==> src/design/dbp_consts.vh <==
/*
 Constants for the burst and precharge logic of a four-bank DDR2 device:
 register map, field positions, reset values, latency counter values and link bundle width.
 Assumes a 10 MHz system clock that oversamples the slower command clock.
*/
// Overview of operation
// - Burst length 4 or 8, sequential or interleaved
// - Sequential order wraps within each nibble
// - Interleaved order is start column XOR beat
// - No burst terminate command is decoded
// - Read decoded when chip, column strobes low
// - First read word after additive plus CAS latency
// - Read strobe low preamble, data on strobe edges
// - Strobe single-ended or differential by control bit
// - Write decoded when chip, column, write low
// - Write data on strobe edges, extra ignored
// - Mask per data byte, writes only
// - Precharge decoded when chip, row, write low
// - Address bit 10 high closes all banks
// - Address bit 10 on access selects auto-precharge
`ifndef DBP_CONSTS_VH
`define DBP_CONSTS_VH

// APB register byte addresses
`define DBP_ADDR_CTRL    12'h000
`define DBP_ADDR_STATUS  12'h004

// Control register fields
`define DBP_CTRL_BL      2:0
`define DBP_CTRL_BT      3
`define DBP_CTRL_CL      6:4
`define DBP_CTRL_AL      10:8
`define DBP_CTRL_DIFF    12
`define DBP_CTRL_RESET   32'h0000_1032
`define DBP_CTRL_MASK    32'h0000_177F

// Burst length codes
`define DBP_BL_4         3'h2
`define DBP_BL_8         3'h3
`define DBP_LAST_BL4     3'h3
`define DBP_LAST_BL8     3'h7

// Status register fields
`define DBP_STAT_BANKS   3:0
`define DBP_STAT_RD      4
`define DBP_STAT_WR      5

// Latency counter values
`define DBP_LAT_ZERO     4'h0
`define DBP_LAT_ONE      4'h1
`define DBP_LAT_TWO      4'h2

// Link input bundle width
`define DBP_SYNC_W       31

`endif

==> src/design/dbp_burst_seq.v <==
/*
 Burst column sequencer: maps start column and beat number to the column
 addressed in that beat. Purely combinational; caller holds its inputs.
*/
`timescale 1ns/1ns
module dbp_burst_seq
(
	input  wire [2:0] start_col,
	input  wire [2:0] beat,
	input  wire       bl8,
	input  wire       ileave,
	output reg  [2:0] col
);

	always @*
	begin
		if (ileave)
			col = start_col ^ (bl8 ? beat : {1'b0, beat[1:0]});
		else
			col = {start_col[2] ^ (bl8 & beat[2]), start_col[1:0] + beat[1:0]};
	end

endmodule // dbp_burst_seq

==> src/design/dbp_core.v <==
/*
 Burst read, burst write, write mask and precharge logic of a four-bank
 DDR2 device, with a small data array of 8 columns per bank.
 Assumes the command clock and all link pins are slow against ref_clk
 (at least four samples per half period) and are resynchronised here.
 Mode settings are reached over APB; pready is always high.
*/
// Our own choices: register access over APB and the placing of the registers.
`timescale 1ns/1ns
`include "dbp_consts.vh"
module dbp_core
(
	input  wire        ref_clk,
	input  wire        sys_rst,
	input  wire        psel,
	input  wire        penable,
	input  wire        pwrite,
	input  wire [11:0] paddr,
	input  wire [31:0] pwdata,
	output wire [31:0] prdata,
	output wire        pready,
	output wire        pslverr,
	input  wire        ck,
	input  wire        cs_n,
	input  wire        ras_n,
	input  wire        cas_n,
	input  wire        we_n,
	input  wire [13:0] addr,
	input  wire [1:0]  ba,
	input  wire        dm,
	input  wire [7:0]  dq_in,
	output wire [7:0]  dq_out,
	output wire        dq_oe,
	input  wire        dqs_in,
	output wire        dqs_out,
	output wire        dqs_oe,
	output wire        dqs_n_out,
	output wire        dqs_n_oe
);

	localparam R_IDLE  = 2'h0;
	localparam R_PRE   = 2'h1;
	localparam R_BURST = 2'h2;
	localparam W_IDLE  = 1'b0;
	localparam W_CAPT  = 1'b1;

	////////////////////////////////////////////////////////////////////////
	// Link input synchroniser
	reg  [`DBP_SYNC_W-1:0] sync1_reg;
	reg  [`DBP_SYNC_W-1:0] sync2_reg;
	reg                    ck_d_reg;
	reg                    dqs_d_reg;

	always @(posedge ref_clk)
	begin
		sync1_reg <= {ck, cs_n, ras_n, cas_n, we_n, addr, ba, dm, dq_in, dqs_in};
		sync2_reg <= sync1_reg;
		ck_d_reg  <= sync2_reg[30];
		dqs_d_reg <= sync2_reg[0];
	end

	wire        ck_s    = sync2_reg[30];
	wire        cs_s    = ~sync2_reg[29];
	wire        ras_s   = ~sync2_reg[28];
	wire        cas_s   = ~sync2_reg[27];
	wire        we_s    = ~sync2_reg[26];
	wire [13:0] addr_s  = sync2_reg[25:12];
	wire [1:0]  ba_s    = sync2_reg[11:10];
	wire        dm_s    = sync2_reg[9];
	wire [7:0]  dq_s    = sync2_reg[8:1];
	wire        dqs_s   = sync2_reg[0];
	wire        ck_rise = ck_s & ~ck_d_reg;
	wire        ck_fall = ~ck_s & ck_d_reg;
	wire        dqs_rise = dqs_s & ~dqs_d_reg;
	wire        dqs_fall = ~dqs_s & dqs_d_reg;

	// Command decode on command clock rising edges; the terminate pattern
	// (row and column strobes high, write low) is left undecoded
	wire cmd_act = ck_rise & cs_s & ras_s & ~cas_s & ~we_s;
	wire cmd_rd  = ck_rise & cs_s & ~ras_s & cas_s & ~we_s;
	wire cmd_wr  = ck_rise & cs_s & ~ras_s & cas_s & we_s;
	wire cmd_pre = ck_rise & cs_s & ras_s & ~cas_s & we_s;

	////////////////////////////////////////////////////////////////////////
	// APB registers
	reg  [31:0] ctrl_reg;
	reg  [31:0] prdata_reg;
	reg  [3:0]  bank_reg;
	reg  [3:0]  bank_next;
	reg  [1:0]  r_state_reg;
	reg         w_state_reg;
	reg         rd_pend_reg;
	reg         wr_pend_reg;

	wire addr_ok = (paddr == `DBP_ADDR_CTRL) | (paddr == `DBP_ADDR_STATUS);
	wire apb_wr  = psel & penable & pwrite & (paddr == `DBP_ADDR_CTRL);
	wire bl_ok   = (pwdata[`DBP_CTRL_BL] == `DBP_BL_4) | (pwdata[`DBP_CTRL_BL] == `DBP_BL_8);
	wire [31:0] status_word;

	assign status_word = {26'h0000000, w_state_reg | wr_pend_reg,
		(r_state_reg != R_IDLE) | rd_pend_reg, bank_reg};
	assign pready  = 1'b1;
	assign pslverr = psel & penable & ~addr_ok;
	assign prdata  = prdata_reg;

	always @(posedge ref_clk)
	begin
		if (sys_rst)
		begin
			ctrl_reg   <= `DBP_CTRL_RESET;
			prdata_reg <= 32'h0000_0000;
		end
		else
		begin
			if (apb_wr)
			begin
				ctrl_reg <= pwdata & `DBP_CTRL_MASK;
				if (!bl_ok)
					ctrl_reg[`DBP_CTRL_BL] <= ctrl_reg[`DBP_CTRL_BL];
			end
			if (psel & ~penable)
			begin
				if (paddr == `DBP_ADDR_CTRL)
					prdata_reg <= ctrl_reg;
				else if (paddr == `DBP_ADDR_STATUS)
					prdata_reg <= status_word;
				else
					prdata_reg <= 32'h0000_0000;
			end
		end
	end

	wire       bl8      = (ctrl_reg[`DBP_CTRL_BL] == `DBP_BL_8);
	wire       ileave   = ctrl_reg[`DBP_CTRL_BT];
	wire       diff_en  = ctrl_reg[`DBP_CTRL_DIFF];
	wire [3:0] rl       = {1'b0, ctrl_reg[`DBP_CTRL_CL]} + {1'b0, ctrl_reg[`DBP_CTRL_AL]};
	wire [3:0] wl       = rl - `DBP_LAT_ONE;
	wire [2:0] last_beat = bl8 ? `DBP_LAST_BL8 : `DBP_LAST_BL4;

	////////////////////////////////////////////////////////////////////////
	// Data array
	reg  [7:0] mem [0:31];
	////////////////////////////////////////////////////////////////////////
	// Read path
	reg  [3:0] rd_lat_reg;
	reg  [2:0] rd_pcol_reg;
	reg  [1:0] rd_pbank_reg;
	reg        rd_pap_reg;
	reg  [2:0] rd_col_reg;
	reg  [1:0] rd_bank_reg;
	reg        rd_ap_reg;
	reg  [2:0] rd_beat_reg;
	reg  [7:0] dq_out_reg;
	reg        dq_oe_reg;
	reg        dqs_out_reg;
	reg        dqs_oe_reg;
	wire rd_start = ck_rise & rd_pend_reg & (rd_lat_reg == `DBP_LAT_ONE);
	wire rd_prea  = ck_rise & rd_pend_reg & (rd_lat_reg == `DBP_LAT_TWO);
	wire rd_bst   = (r_state_reg == R_BURST);
	wire rd_last  = rd_bst & (rd_beat_reg == last_beat);
	wire rd_end   = ck_rise & rd_last;
	wire rd_step  = (ck_rise | ck_fall) & rd_bst & ~rd_last;
	wire [2:0] rs_col  = rd_start ? rd_pcol_reg : rd_col_reg;
	wire [2:0] rs_beat = rd_start ? 3'h0 : rd_beat_reg + 3'h1;
	wire [1:0] rs_bank = rd_start ? rd_pbank_reg : rd_bank_reg;
	wire [2:0] rd_seq_col;

	dbp_burst_seq u_rd_seq
	(
		.start_col (rs_col),
		.beat      (rs_beat),
		.bl8       (bl8),
		.ileave    (ileave),
		.col       (rd_seq_col)
	);

	always @(posedge ref_clk)
	begin
		if (sys_rst)
		begin
			rd_pend_reg <= 1'b0;
			rd_lat_reg  <= `DBP_LAT_ZERO;
			rd_pcol_reg <= 3'h0;
			rd_pbank_reg <= 2'h0;
			rd_pap_reg  <= 1'b0;
		end
		else if (cmd_rd)
		begin
			rd_pend_reg <= 1'b1;
			rd_lat_reg  <= rl;
			rd_pcol_reg <= addr_s[2:0];
			rd_pbank_reg <= ba_s;
			rd_pap_reg  <= addr_s[10];
		end
		else if (ck_rise & rd_pend_reg)
		begin
			rd_lat_reg <= rd_lat_reg - `DBP_LAT_ONE;
			if (rd_lat_reg == `DBP_LAT_ONE)
				rd_pend_reg <= 1'b0;
		end
	end

	always @(posedge ref_clk)
	begin
		if (sys_rst)
		begin
			r_state_reg <= R_IDLE;
			rd_col_reg  <= 3'h0;
			rd_bank_reg <= 2'h0;
			rd_ap_reg   <= 1'b0;
			rd_beat_reg <= 3'h0;
			dq_out_reg  <= 8'h00;
			dq_oe_reg   <= 1'b0;
			dqs_out_reg <= 1'b0;
			dqs_oe_reg  <= 1'b0;
		end
		else if (rd_start)
		begin
			// First word with the first rising strobe edge; seamless bursts land here too
			r_state_reg <= R_BURST;
			rd_col_reg  <= rd_pcol_reg;
			rd_bank_reg <= rd_pbank_reg;
			rd_ap_reg   <= rd_pap_reg;
			rd_beat_reg <= 3'h0;
			dq_out_reg  <= mem[{rs_bank, rd_seq_col}];
			dq_oe_reg   <= 1'b1;
			dqs_out_reg <= 1'b1;
			dqs_oe_reg  <= 1'b1;
		end
		else if (rd_step)
		begin
			rd_beat_reg <= rs_beat;
			dq_out_reg  <= mem[{rs_bank, rd_seq_col}];
			dqs_out_reg <= ck_rise;
		end
		else if (rd_end | rd_prea)
		begin
			// Preamble: strobe driven low one command clock before data
			r_state_reg <= rd_prea ? R_PRE : R_IDLE;
			dq_oe_reg   <= 1'b0;
			dqs_out_reg <= 1'b0;
			dqs_oe_reg  <= rd_prea;
		end
	end

	assign dq_out    = dq_out_reg;
	assign dq_oe     = dq_oe_reg;
	assign dqs_out   = dqs_out_reg;
	assign dqs_oe    = dqs_oe_reg;
	assign dqs_n_out = ~dqs_out_reg;
	assign dqs_n_oe  = dqs_oe_reg & diff_en;

	////////////////////////////////////////////////////////////////////////
	// Write path
	reg  [3:0] wr_lat_reg;
	reg  [2:0] wr_pcol_reg;
	reg  [1:0] wr_pbank_reg;
	reg        wr_pap_reg;
	reg  [2:0] wr_col_reg;
	reg  [1:0] wr_bank_reg;
	reg        wr_ap_reg;
	reg  [2:0] wr_beat_reg;
	reg        wr_started_reg;
	wire wr_arm  = (cmd_wr & (wl == `DBP_LAT_ZERO)) |
		(ck_rise & wr_pend_reg & ~cmd_wr & (wr_lat_reg == `DBP_LAT_ONE));
	wire wr_edge = (w_state_reg == W_CAPT) & (dqs_rise | (wr_started_reg & dqs_fall));
	wire wr_end  = wr_edge & (wr_beat_reg == last_beat);
	wire [2:0] wr_seq_col;

	dbp_burst_seq u_wr_seq
	(
		.start_col (wr_col_reg),
		.beat      (wr_beat_reg),
		.bl8       (bl8),
		.ileave    (ileave),
		.col       (wr_seq_col)
	);

	always @(posedge ref_clk)
	begin
		if (sys_rst)
		begin
			wr_pend_reg  <= 1'b0;
			wr_lat_reg   <= `DBP_LAT_ZERO;
			wr_pcol_reg  <= 3'h0;
			wr_pbank_reg <= 2'h0;
			wr_pap_reg   <= 1'b0;
		end
		else if (cmd_wr)
		begin
			wr_pend_reg  <= (wl != `DBP_LAT_ZERO);
			wr_lat_reg   <= wl;
			wr_pcol_reg  <= addr_s[2:0];
			wr_pbank_reg <= ba_s;
			wr_pap_reg   <= addr_s[10];
		end
		else if (ck_rise & wr_pend_reg)
		begin
			wr_lat_reg <= wr_lat_reg - `DBP_LAT_ONE;
			if (wr_lat_reg == `DBP_LAT_ONE)
				wr_pend_reg <= 1'b0;
		end
	end

	always @(posedge ref_clk)
	begin
		if (sys_rst)
		begin
			w_state_reg    <= W_IDLE;
			wr_col_reg     <= 3'h0;
			wr_bank_reg    <= 2'h0;
			wr_ap_reg      <= 1'b0;
			wr_beat_reg    <= 3'h0;
			wr_started_reg <= 1'b0;
		end
		else if (wr_arm)
		begin
			w_state_reg    <= W_CAPT;
			wr_col_reg     <= cmd_wr ? addr_s[2:0] : wr_pcol_reg;
			wr_bank_reg    <= cmd_wr ? ba_s : wr_pbank_reg;
			wr_ap_reg      <= cmd_wr ? addr_s[10] : wr_pap_reg;
			wr_beat_reg    <= 3'h0;
			wr_started_reg <= 1'b0;
		end
		else if (wr_edge)
		begin
			// Past the last beat the capture closes and further data is ignored
			w_state_reg    <= wr_end ? W_IDLE : W_CAPT;
			wr_beat_reg    <= wr_beat_reg + 3'h1;
			wr_started_reg <= 1'b1;
		end
	end

	// Masked bytes leave the array untouched; mask is never looked at on reads
	always @(posedge ref_clk)
	begin
		if (wr_edge & ~dm_s)
			mem[{wr_bank_reg, wr_seq_col}] <= dq_s;
	end

	////////////////////////////////////////////////////////////////////////
	// Bank state
	// Spacing from access to precharge is the controller's duty; no check here
	always @*
	begin
		bank_next = bank_reg;
		if (rd_end & rd_ap_reg)
			bank_next[rd_bank_reg] = 1'b0;
		if (wr_end & wr_ap_reg)
			bank_next[wr_bank_reg] = 1'b0;
		if (cmd_pre)
		begin
			if (addr_s[10])
				bank_next = 4'h0;
			else
				bank_next[ba_s] = 1'b0;
		end
		if (cmd_act)
			bank_next[ba_s] = 1'b1;
	end

	always @(posedge ref_clk)
	begin
		if (sys_rst)
			bank_reg <= 4'h0;
		else
			bank_reg <= bank_next;
	end

endmodule // dbp_core

==> config.mk <==
export PLATFORM = sky130hd
export DESIGN_NAME = dbp_core
export DESIGN_NICKNAME = d
export VERILOG_FILES = /design/src/design/dbp_burst_seq.v /design/src/design/dbp_core.v
export VERILOG_INCLUDE_DIRS = /design/src /design/src/design
export SDC_FILE = /design/constraint.sdc
export NUM_CORES = 1
export LEC_CHECK = 0
export BUFFER_PORTS_ARGS = -buffer_cell sky130_fd_sc_hd__buf_2
export CAP_MARGIN = 20
export CORE_ASPECT_RATIO = 0.5
export CORE_MARGIN = 2
export CORE_UTILIZATION = 54
export CTS_CLUSTER_SIZE = 20
export DETAILED_ROUTE_END_ITERATION = 10
export PLACE_DENSITY = 0.81
export SETUP_SLACK_MARGIN = 0.2
export SYNTH_ARGS = -nofsm -noshare
export SYNTH_HDL_FRONTEND = slang
export SYNTH_SLANG_ARGS = --single-unit
==> constraint.sdc <==
create_clock -name ref_clk -period 6.95 [get_ports ref_clk]
set_input_delay 0 -clock ref_clk [delete_from_list [all_inputs] [get_ports ref_clk]]
set_output_delay 0 -clock ref_clk [all_outputs]
set_load 0.01 [all_outputs]
==> results of run 1 <==
## worst min-delay path by stage
stage,start,end,cells past startpoint
6_report,penable,prdata[6]$_SDFFE_PP0P_,4
3_3_place_gp,dq_in[7],sync1_reg[8]$_DFF_P_,1
4_1_cts,penable,prdata[1]$_SDFFE_PP0P_,4
3_5_place_dp,dq_in[1],sync1_reg[2]$_DFF_P_,1
5_1_grt,penable,prdata[2]$_SDFFE_PP0P_,4
2_1_floorplan,dqs_in,sync1_reg[0]$_DFF_P_,0
## worst max-delay path, stage by stage (launching register included)
cell,delay [ns]
dfxtp_1,0.30
inv_1,0.05
ha_1,0.13
buf_4,0.17
and4b_1,0.26
nand2_1,0.29
nand2_1,0.20
nand2_1,0.11
ha_4,0.17
nand2b_1,0.12
a211oi_1,0.07
and4b_4,0.89
buf_4,0.45
mux4_2,0.55
nor2b_1,0.15
a2111oi_0,0.92
a2111oi_0,0.14
## per-stage QoR
step / instances / cell area [µm²] / worst slack (ns) / hold WS (ns)
6_report: 1510 / 17000 / 1.77 / 0.0289
5_1_grt: 1510 / 17000 / 1.48 / 0.0455
4_1_cts: 1503 / 16900 / 1.83 / 0.00182
3_5_place_dp: 1408 / 15400 / 1.81 / 0.104
3_3_place_gp: 1408 / 15400 / 1.96 / 0.103
2_1_floorplan: 1037 / 14900 / 3.24 / 0.0277
## report_power, final
group	switching (mW)	internal [mW]
registers	0.0190	2.42
clock network	0.795	1.05
logic	0.0475	0.0405
## cells by family after synthesis
kind of cell / count (synthesis)
mux: 100
xor+xnor: 21
fa+ha+maj: 17
flops: 380
simple gates: 284
compound gates: 124
other cells: 2
buf+inv: 89
## layer usage
layer / share of wire, % / vias to the layer above
li1: - / 3997
met3: 9.1 / 57
met2: 49 / 447
met4: 1.7 / 0
met5: 0 / -
met1: 40 / 4388
## placed cells by master, fill, tap and decap left out, drive strengths merged, types with 4 or more instances in the layout
cell         netlist  routed
ha                16      16
nor3b              5       5
edfxtp           256     256
nor2              80      80
clkinv             0       6
nand3b             4       4
mux2i             41      41
nor2b             19      19
nor4               4       4
a21oi             45      45
and3               8       8
xor2               7       7
mux2              12      12
nand3             20      20
or3                5       5
mux4              47      47
clkbuf            29      49
o21bai             7       7
buf               36      91
a32oi              8       8
nand2            102     102
a211oi             7       7
nand2b             5       5
nor3              15      15
o21ai             10      10
a221oi             5       5
conb               2      22
dlygate4sd3        0      34
o22a               6       6
a2111oi           16      16
xnor2             14      14
nand4              4       4
dfxtp            124     124
inv               24      27
or2                4       4
## final cells by class
cell class	count	area, µm²	share of cell area, %
timing repair buffer	125	943	5.54
clock inverter	12	123	0.721
sequential	380	10200	59.8
tap	352	440	2.59
inverter	24	90.1	0.529
clock buffer	49	970	5.70
multi-input combinational	568	4280	25.2
==> results_dict.tcl, run 1 <==
set metrics [dict create \
    status "finished clean" \
    ios 127 \
    numClockSinks 380 \
    drtIter0Drc 903 \
    grt_pass1_vias 8718 \
    hold_viol 0 \
    synthSimpleGateAreaFrac_pct 8.86 \
    synth_top_cell_by_area "edfxtp_1" \
    dieArea_um2 28800 \
    vias 8889 \
    rr_startpoint "ck_d_reg$_DFF_P_" \
    globalRouteMet1Util_pct 29.7 \
    post-route-drc-count 0 \
    synth.most_common_cell "edfxtp_1" \
    htreeDepth 2 \
    reg2reg_depth 16 \
    syn_inst 1017 \
    tightestPinTransition_ns 1.21 \
    maxCapViolCount 0 \
    min_period_over_period_pct 74.6 \
    largest_reg_flops 256 \
    setup.worst_path.start "ck_d_reg$_DFF_P_" \
    crit_fanout 39 \
    synth_xor_xnor_area_share_pct 1.24 \
    grt_max_degree 72 \
    p_leak_nw 6.18 \
    core_region_area_um2 26700 \
    cts_hold_buf 34 \
    min_path_type "in -> reg" \
    syn_avg_cell_area_um2 14.6 \
    use_met2_pct 37.7 \
    vias_per_cell 5.89 \
    cts_tree "done" \
    worst_setup_path_end_kind "flip-flop" \
    clock_path_buffers 3 \
    io_buffers 73 \
    fillCellCount 1779 \
    ys_async_sr_fraction_pct 0 \
    cts_root_buffer "clkbuf_16" \
    grt.total_usage_pct 22.3 \
    antenna_found_initial 0 \
    routed_wl_um 31600 \
    endpoint "dq_out[6]$_SDFFE_PP0P_" \
    setup_viol 0 \
    synth_top_area_share_pct 51.9 \
    final_nets 1230 \
    drive_gt1_share_pct 17.8 \
    p_total_mw 4.38 \
    n_antenna_cell 0 \
    arrival_ns 5.53 \
    start_util_pct 55.5 \
    final_core_util_pct 63.7 \
    pwr_density_cell_nw_per_um2 257 \
    clkLatencyLatePin_ns 0.52 \
    dr.pass1.iters 6 \
    place_congestion 0.839 \
    cp-start-kind "flip-flop" \
    synth-seq-cells 380 \
    ys_types 58 \
    synthToLayoutAreaGrowth_pct 14.9 \
    ir_worst_vdd_mv 0.141 \
    ys.warnings.count 0 \
    worst-endpoint-required_ns 7.30 \
    synth_top_family_by_area "multiplexers" \
    synth_top_cells_by_count "256 x edfxtp_1, 124 x dfxtp_1, 102 x nand2_1" \
    cts_resized 0 \
    dieWidth_um 238 \
    yosysSeqAreaShare_pct 68.7 \
    relSlewSlack_pct 17.5 \
    synth_fa_ha_area_share_pct 1.49 \
    path_clk_slew_ns 0.06 \
    ys.flop_type "edfxtp_1" \
    rows 42 \
    min_period_ns 5.18 \
    synth_compound_area_share_pct 5.78 \
    rsz0062_at_grt "false" \
    cts_buffers 34 \
    dp_hpwl_um 19100 \
    synthMuxAreaShare_pct 10.8 \
    grt_pass1_wl_um 48800 \
    synth_area_um2 14800 \
    use_met3_pct 4.78 \
    overflow 0 \
    reg2reg_to "dq_out[6]$_SDFFE_PP0P_" \
    fmax_mhz 193 \
    die_h_um 121 \
    grt-busiest-layer "met2" \
    post-cts-setup-buffers 0 \
    drv_slew 0 \
    setup-tns-final_ns 0 \
    r2r_setup_slack_ns 1.77 \
    finClkSkew_ns 0.0243 \
    wl_per_cell_um 20.9 \
    netlist_top_cells_area "edfxtp_1 52%, dfxtp_1 17%, mux4_2 7.1%" \
    synth-edff-count 256 \
    crit_type "reg -> reg" \
    postRouteAntennaNets 0 \
]
Note: power is estimated with default switching activity, not from simulation.
==> run 2: changes to the inputs <==
CORE_UTILIZATION = 53   (was 54)
PLACE_DENSITY = 0.83   (was 0.81)
clock period = 4.7 ns   (was 6.95 ns; I/O delays follow)
==> run 2 against run 1 <==
Compared with the run above: die area grew 1.8%; critical path type unchanged; final area up 0.60%; highest routed layer unchanged; largest cell class unchanged; first-iteration DRC count grew 34%; worst setup slack got worse by 1.3 ns.
==> results_dict.tcl, run 2 (same netlist as run 1, synthesis figures left out) <==
set metrics [dict create \
    htreeDepth 1 \
    start_util_pct 53.7 \
    crit_fanout 17 \
    rr_startpoint "rd_lat_reg[1]$_SDFFE_PP0P_" \
    setup.worst_path.start "rd_lat_reg[1]$_SDFFE_PP0P_" \
    dpl_cell_area_um2 15500 \
    arrival_ns 4.62 \
    fillCellCount 1861 \
    wl_per_cell_um 21.3 \
    min_period_over_period_pct 89.2 \
    cts_buffers 31 \
    use_met3_pct 3.81 \
    drive_gt1_share_pct 18.2 \
    fin_area_um2 17100 \
    reg2reg_depth 15 \
    drtIter0Drc 1212 \
    p_total_mw 6.34 \
    dieArea_um2 29400 \
    largest_reg_flops 256 \
    drv_slew 0 \
    post-route-drc-count 0 \
    clock_path_buffers 3 \
    use_met2_pct 38.4 \
    postRouteAntennaNets 0 \
    dp_hpwl_um 19900 \
    worst-endpoint-required_ns 5.13 \
    cp-start-kind "flip-flop" \
    r2r_setup_slack_ns 0.51 \
    hold_viol 0 \
    grt_pass1_vias 8973 \
    cts_tree "done" \
    endpoint "dq_out[4]$_SDFFE_PP0P_" \
    grt-busiest-layer "met2" \
    dp_slack_ns 0.332 \
    p_leak_nw 6.21 \
    final_cell_mix "256 x edfxtp_1, 124 x dfxtp_1, 102 x nand2_1" \
    setup_viol 0 \
    cts_root_buffer "clkbuf_16" \
    grt_pass1_wl_um 49600 \
    rows 43 \
    hold_slack_ns 0.0348 \
    ios 127 \
    final_nets 1239 \
    setup-tns-final_ns 0 \
    tightestPinTransition_ns 0.942 \
    overflow 0 \
    reg2reg_to "dq_out[4]$_SDFFE_PP0P_" \
    pwr_density_cell_nw_per_um2 370 \
    vias 9108 \
    numClockSinks 380 \
    io_buffers 73 \
    final_common_cell "edfxtp_1" \
    routed_wl_um 33000 \
    ir_worst_vdd_mv 0.234 \
    dieWidth_um 240 \
    die_h_um 122 \
    crit_type "reg -> reg" \
    place_congestion 0.906 \
    path_clk_slew_ns 0.08 \
    status "finished clean" \
    maxCapViolCount 0 \
    synthToLayoutAreaGrowth_pct 15.6 \
    n_antenna_cell 0 \
    rsz0062_at_grt "false" \
    fmax_mhz 239 \
    grt_max_degree 72 \
    clkLatencyLatePin_ns 0.60 \
    min_path_type "in -> reg" \
    min_period_ns 4.19 \
    worst_setup_path_end_kind "flip-flop" \
    grt.total_usage_pct 22.4 \
    dr.pass1.iters 5 \
    globalRouteMet1Util_pct 28.3 \
    antenna_found_initial 0 \
    finClkSkew_ns 0.0230 \
    core_region_area_um2 27600 \
    vias_per_cell 5.88 \
    timing.final.ws_setup_ns 0.509 \
    relSlewSlack_pct 37.0 \
]
run 2: cell count changes in the layout (fill, tap and decap cells not counted), moves of 3 or more:
cell           delta
dlygate4sd3_1     +9
clkbuf_16         -5
clkinv_2          +5
clkbuf_1          -4
clkbuf_8          +4
a2111oi_0         -3
a2111oi_1         +3
run 2: report_power, final:
part / leakage [nW] / internal, mW / switching [mW]
clock: 0.518 / 1.41 / 1.18
combinational: 2.37 / 0.0610 / 0.0735
sequential: 3.32 / 3.58 / 0.0275
total: 6.21 / 5.05 / 1.29
run 2: worst min-delay path by stage:
| stage | slack, ns | start | to | depth (start not counted) |
|---|---|---|---|---|
| finish | 0.03 | pwrite | ctrl_reg[12]$_SDFFE_PP1P_ | 4 |
| global route | 0.04 | dq_in[4] | sync1_reg[5]$_DFF_P_ | 2 |
| CTS | 0.02 | pwrite | ctrl_reg[12]$_SDFFE_PP1P_ | 4 |
| detailed placement | 0.10 | dq_in[1] | sync1_reg[2]$_DFF_P_ | 1 |
| global placement | 0.10 | dq_in[0] | sync1_reg[1]$_DFF_P_ | 1 |
| floorplan | 0.03 | dqs_in | sync1_reg[0]$_DFF_P_ | 0 |
run 2: final cells by class:
cell class | count | area [µm²] | share of cell area (%)
clock inverter | 14 | 136 | 0.797
clock buffer | 44 | 885 | 5.17
sequential | 380 | 10200 | 59.4
tap | 382 | 478 | 2.79
multi-input combinational | 568 | 4290 | 25.0
timing repair buffer | 137 | 1080 | 6.29
inverter | 24 | 90.1 | 0.526
run 2: repair_timing:
action	4_1_cts	5_1_grt
hold buffers	43	0
buffers inserted	0	1
gates resized for setup	0	3
hold endpoints to repair	43	0
endpoints found under the setup margin	0	8
run 2: critical path: stages, from the launching register on:
cell and delay, ns:
dfxtp_1 0.34, inv_1 0.10, ha_1 0.18, nand4b_2 0.16
nor2_1 0.26, nand2_1 0.12, nand2_1 0.13, ha_4 0.13
nand2b_1 0.09, or4_1 0.41, and4b_4 0.25, buf_12 0.17
mux4_2 0.42, mux2_2 0.32, a2111oi_0 0.78, a2111oi_0 0.16
run 2: layer usage:
metal	vias to the layer above	share of wire [%]
met2	500	49
met3	109	8.2
met5	-	0
met4	0	4.5
li1	4018	-
met1	4481	38
run 2: through the flow:
step | cells | utilization, %
floorplan | 1037 | -
global placement | 1439 | 56.1
detailed placement | 1439 | 56.1
CTS | 1540 | 61.4
global route | 1549 | 62.0
finish | 1549 | 62.0
==> run 3: changes to the inputs <==
BUFFER_PORTS_ARGS = -buffer_cell sky130_fd_sc_hd__clkbuf_2   (was -buffer_cell sky130_fd_sc_hd__buf_2)
CTS_CLUSTER_SIZE = 12   (was 20)
PLACE_DENSITY = 0.76   (was 0.83)
==> run 3 against run 2 <==
Compared with the run above: non-clock buffer count increased by 1; first-iteration DRC count is 30% lower; critical path depth stayed put; register-to-register slack worse by 0.099 ns; count of clock-buffer cells in the layout increased by 18; sequential share of layout area about the same; via count shrank 1.4%; clock skew decreased by 0.00098 ns; utilization barely moved; total power increased by 1.1%; critical endpoint is now dq_out[7]$_SDFFE_PP0P_; largest power group unchanged.
==> results_dict.tcl, run 3 (same netlist as run 1, synthesis figures left out) <==
set metrics [dict create \
    vias 8981 \
    dp_hpwl_um 20000 \
    largest_reg_flops 256 \
    place_congestion 0.830 \
    cp-start-kind "flip-flop" \
    finClkSkew_ns 0.0220 \
    clkLatencyLatePin_ns 0.53 \
    worst-endpoint-required_ns 5.07 \
    post-route-drc-count 0 \
    start_util_pct 53.7 \
    path_clk_slew_ns 0.06 \
    pwr_density_cell_nw_per_um2 375 \
    antenna_found_initial 1 \
    synthToLayoutAreaGrowth_pct 15.5 \
    dp_slack_ns 0.314 \
    multiInputGateArea_um2 4300 \
    setup-tns-final_ns 0 \
    path_cells "inv_1 > ha_1 > nand4b_2 > nor2_1 > nand2_1 > nand2_1 > ha_4 > nand2b_1 > or4_1 > and4b_4 > buf_4 > mux4_2 > mux2_2 > a2111oi_0 > a311oi_1" \
    min_period_ns 4.29 \
    postRouteAntennaNets 0 \
    final_core_util_pct 62.0 \
    rows 43 \
    regArea_um2 10200 \
    cts_tree "done" \
    cts_root_buffer "clkbuf_16" \
    cp_slowest_stage_delay_ns 0.75 \
    tightestPinTransition_ns 0.921 \
    rsz0062_at_grt "true" \
    setup_viol 0 \
    final_nets 1247 \
    maxCapViolCount 0 \
    grt_pass1_vias 8687 \
    overflow 0 \
    io_buffers 73 \
    wl_per_cell_um 20.8 \
    p_leak_nw 6.21 \
    min_period_over_period_pct 91.3 \
    vias_per_cell 5.76 \
    dieWidth_um 240 \
    dr.pass1.iters 6 \
    grt.total_usage_pct 22.0 \
    routed_wl_um 32500 \
    numClockSinks 380 \
    hold_viol 0 \
    grt_max_degree 49 \
    fillCellCount 1975 \
    drive_gt1_share_pct 18.3 \
    core_region_area_um2 27600 \
    grt_pass1_wl_um 48600 \
    status "finished clean" \
    final_cell_mix "256 x edfxtp_1, 124 x dfxtp_1, 102 x nand2_1" \
    arrival_ns 4.66 \
    relSlewSlack_pct 38.5 \
    ios 127 \
    timing.final.ws_setup_ns 0.410 \
    cts_buffers 37 \
    cpMaxStageDelayCell "a2111oi_0" \
    min_path_type "in -> reg" \
    final_common_cell "edfxtp_1" \
    p_total_mw 6.41 \
    die_h_um 122 \
    ir_worst_vdd_mv 0.201 \
    clock_path_buffers 3 \
    worst_setup_path_end_kind "flip-flop" \
    dieArea_um2 29400 \
    drtIter0Drc 844 \
    htreeDepth 2 \
    drv_slew 0 \
    cp_common_cell "nand2_1" \
    crit_fanout 5 \
    fmax_mhz 233 \
    crit_type "reg -> reg" \
]
==> run 3: power by group <==
group | total (mW) | switching [mW] | internal (mW)
Combinational | 0.128 | 0.0701 | 0.0576
Sequential | 3.62 | 0.0303 | 3.59
Clock | 2.66 | 1.17 | 1.49
==> run 3: cell type report <==
type | count | share of cell area, %
flip-flops and latches | 380 | 59.4
multi-input cells | 569 | 25.1
clock buffers | 62 | 6.02
repair buffers | 138 | 5.97
well taps | 382 | 2.79
inverters | 24 | 0.527
clock inverters | 2 | 0.102
diodes | 2 | 0.0293
==> run 3: metal layers <==
layer  vias to the layer above  wire length [µm]  global-route usage [%]  share of wire (%)
met3                        65              3170                    5.85                9.8
met4                         0               663                    5.32                2.0
met1                      4460             13500                    29.6                 41
li1                       4043                 -                       -                  -
met5                         -                 0                       0                  0
met2                       413             15200                    36.1                 47
==> run 3: worst paths after layout <==
| check | startpoint | endpoint | slack, ns | depth (start not counted) |
|---|---|---|---|---|
| worst max-delay path | rd_lat_reg[1]$_SDFFE_PP0P_ | dq_out[7]$_SDFFE_PP0P_ | 0.41 | 15 |
| worst min-delay path | pwdata[1] | ctrl_reg[2]$_SDFFE_PP0P_ | 0.03 | 3 |
| worst max register to register | rd_lat_reg[1]$_SDFFE_PP0P_ | dq_out[7]$_SDFFE_PP0P_ | 0.41 | 15 |
| worst min register to register | sync1_reg[30]$_DFF_P_ | sync2_reg[30]$_DFF_P_ | 0.32 | 0 |
==> run 3: through the flow <==
step	hold slack (ns)	cell area, µm²	std cells
floorplan	0.0277	14900	1037
global placement	0.103	15500	1442
detailed placement	0.104	15500	1442
CTS	0.00939	16900	1539
global route	0.0452	17100	1557
finish	0.0265	17100	1559
==> run 3: timing repair <==
item,in CTS,in global routing
endpoints found under the setup margin,0,6
hold buffers,33,0
hold endpoints to repair,32,0
setup buffers,0,9
gates resized for setup,0,1
==> run 3: critical path, delay by kind of cell, from the launching register on <==
family          cells  cell delay, ns
simple gates        7            1.64
compound gates      2            0.85
mux                 2            0.73
flops               1            0.34
fa+ha+maj           2            0.33
buf+inv             2            0.27
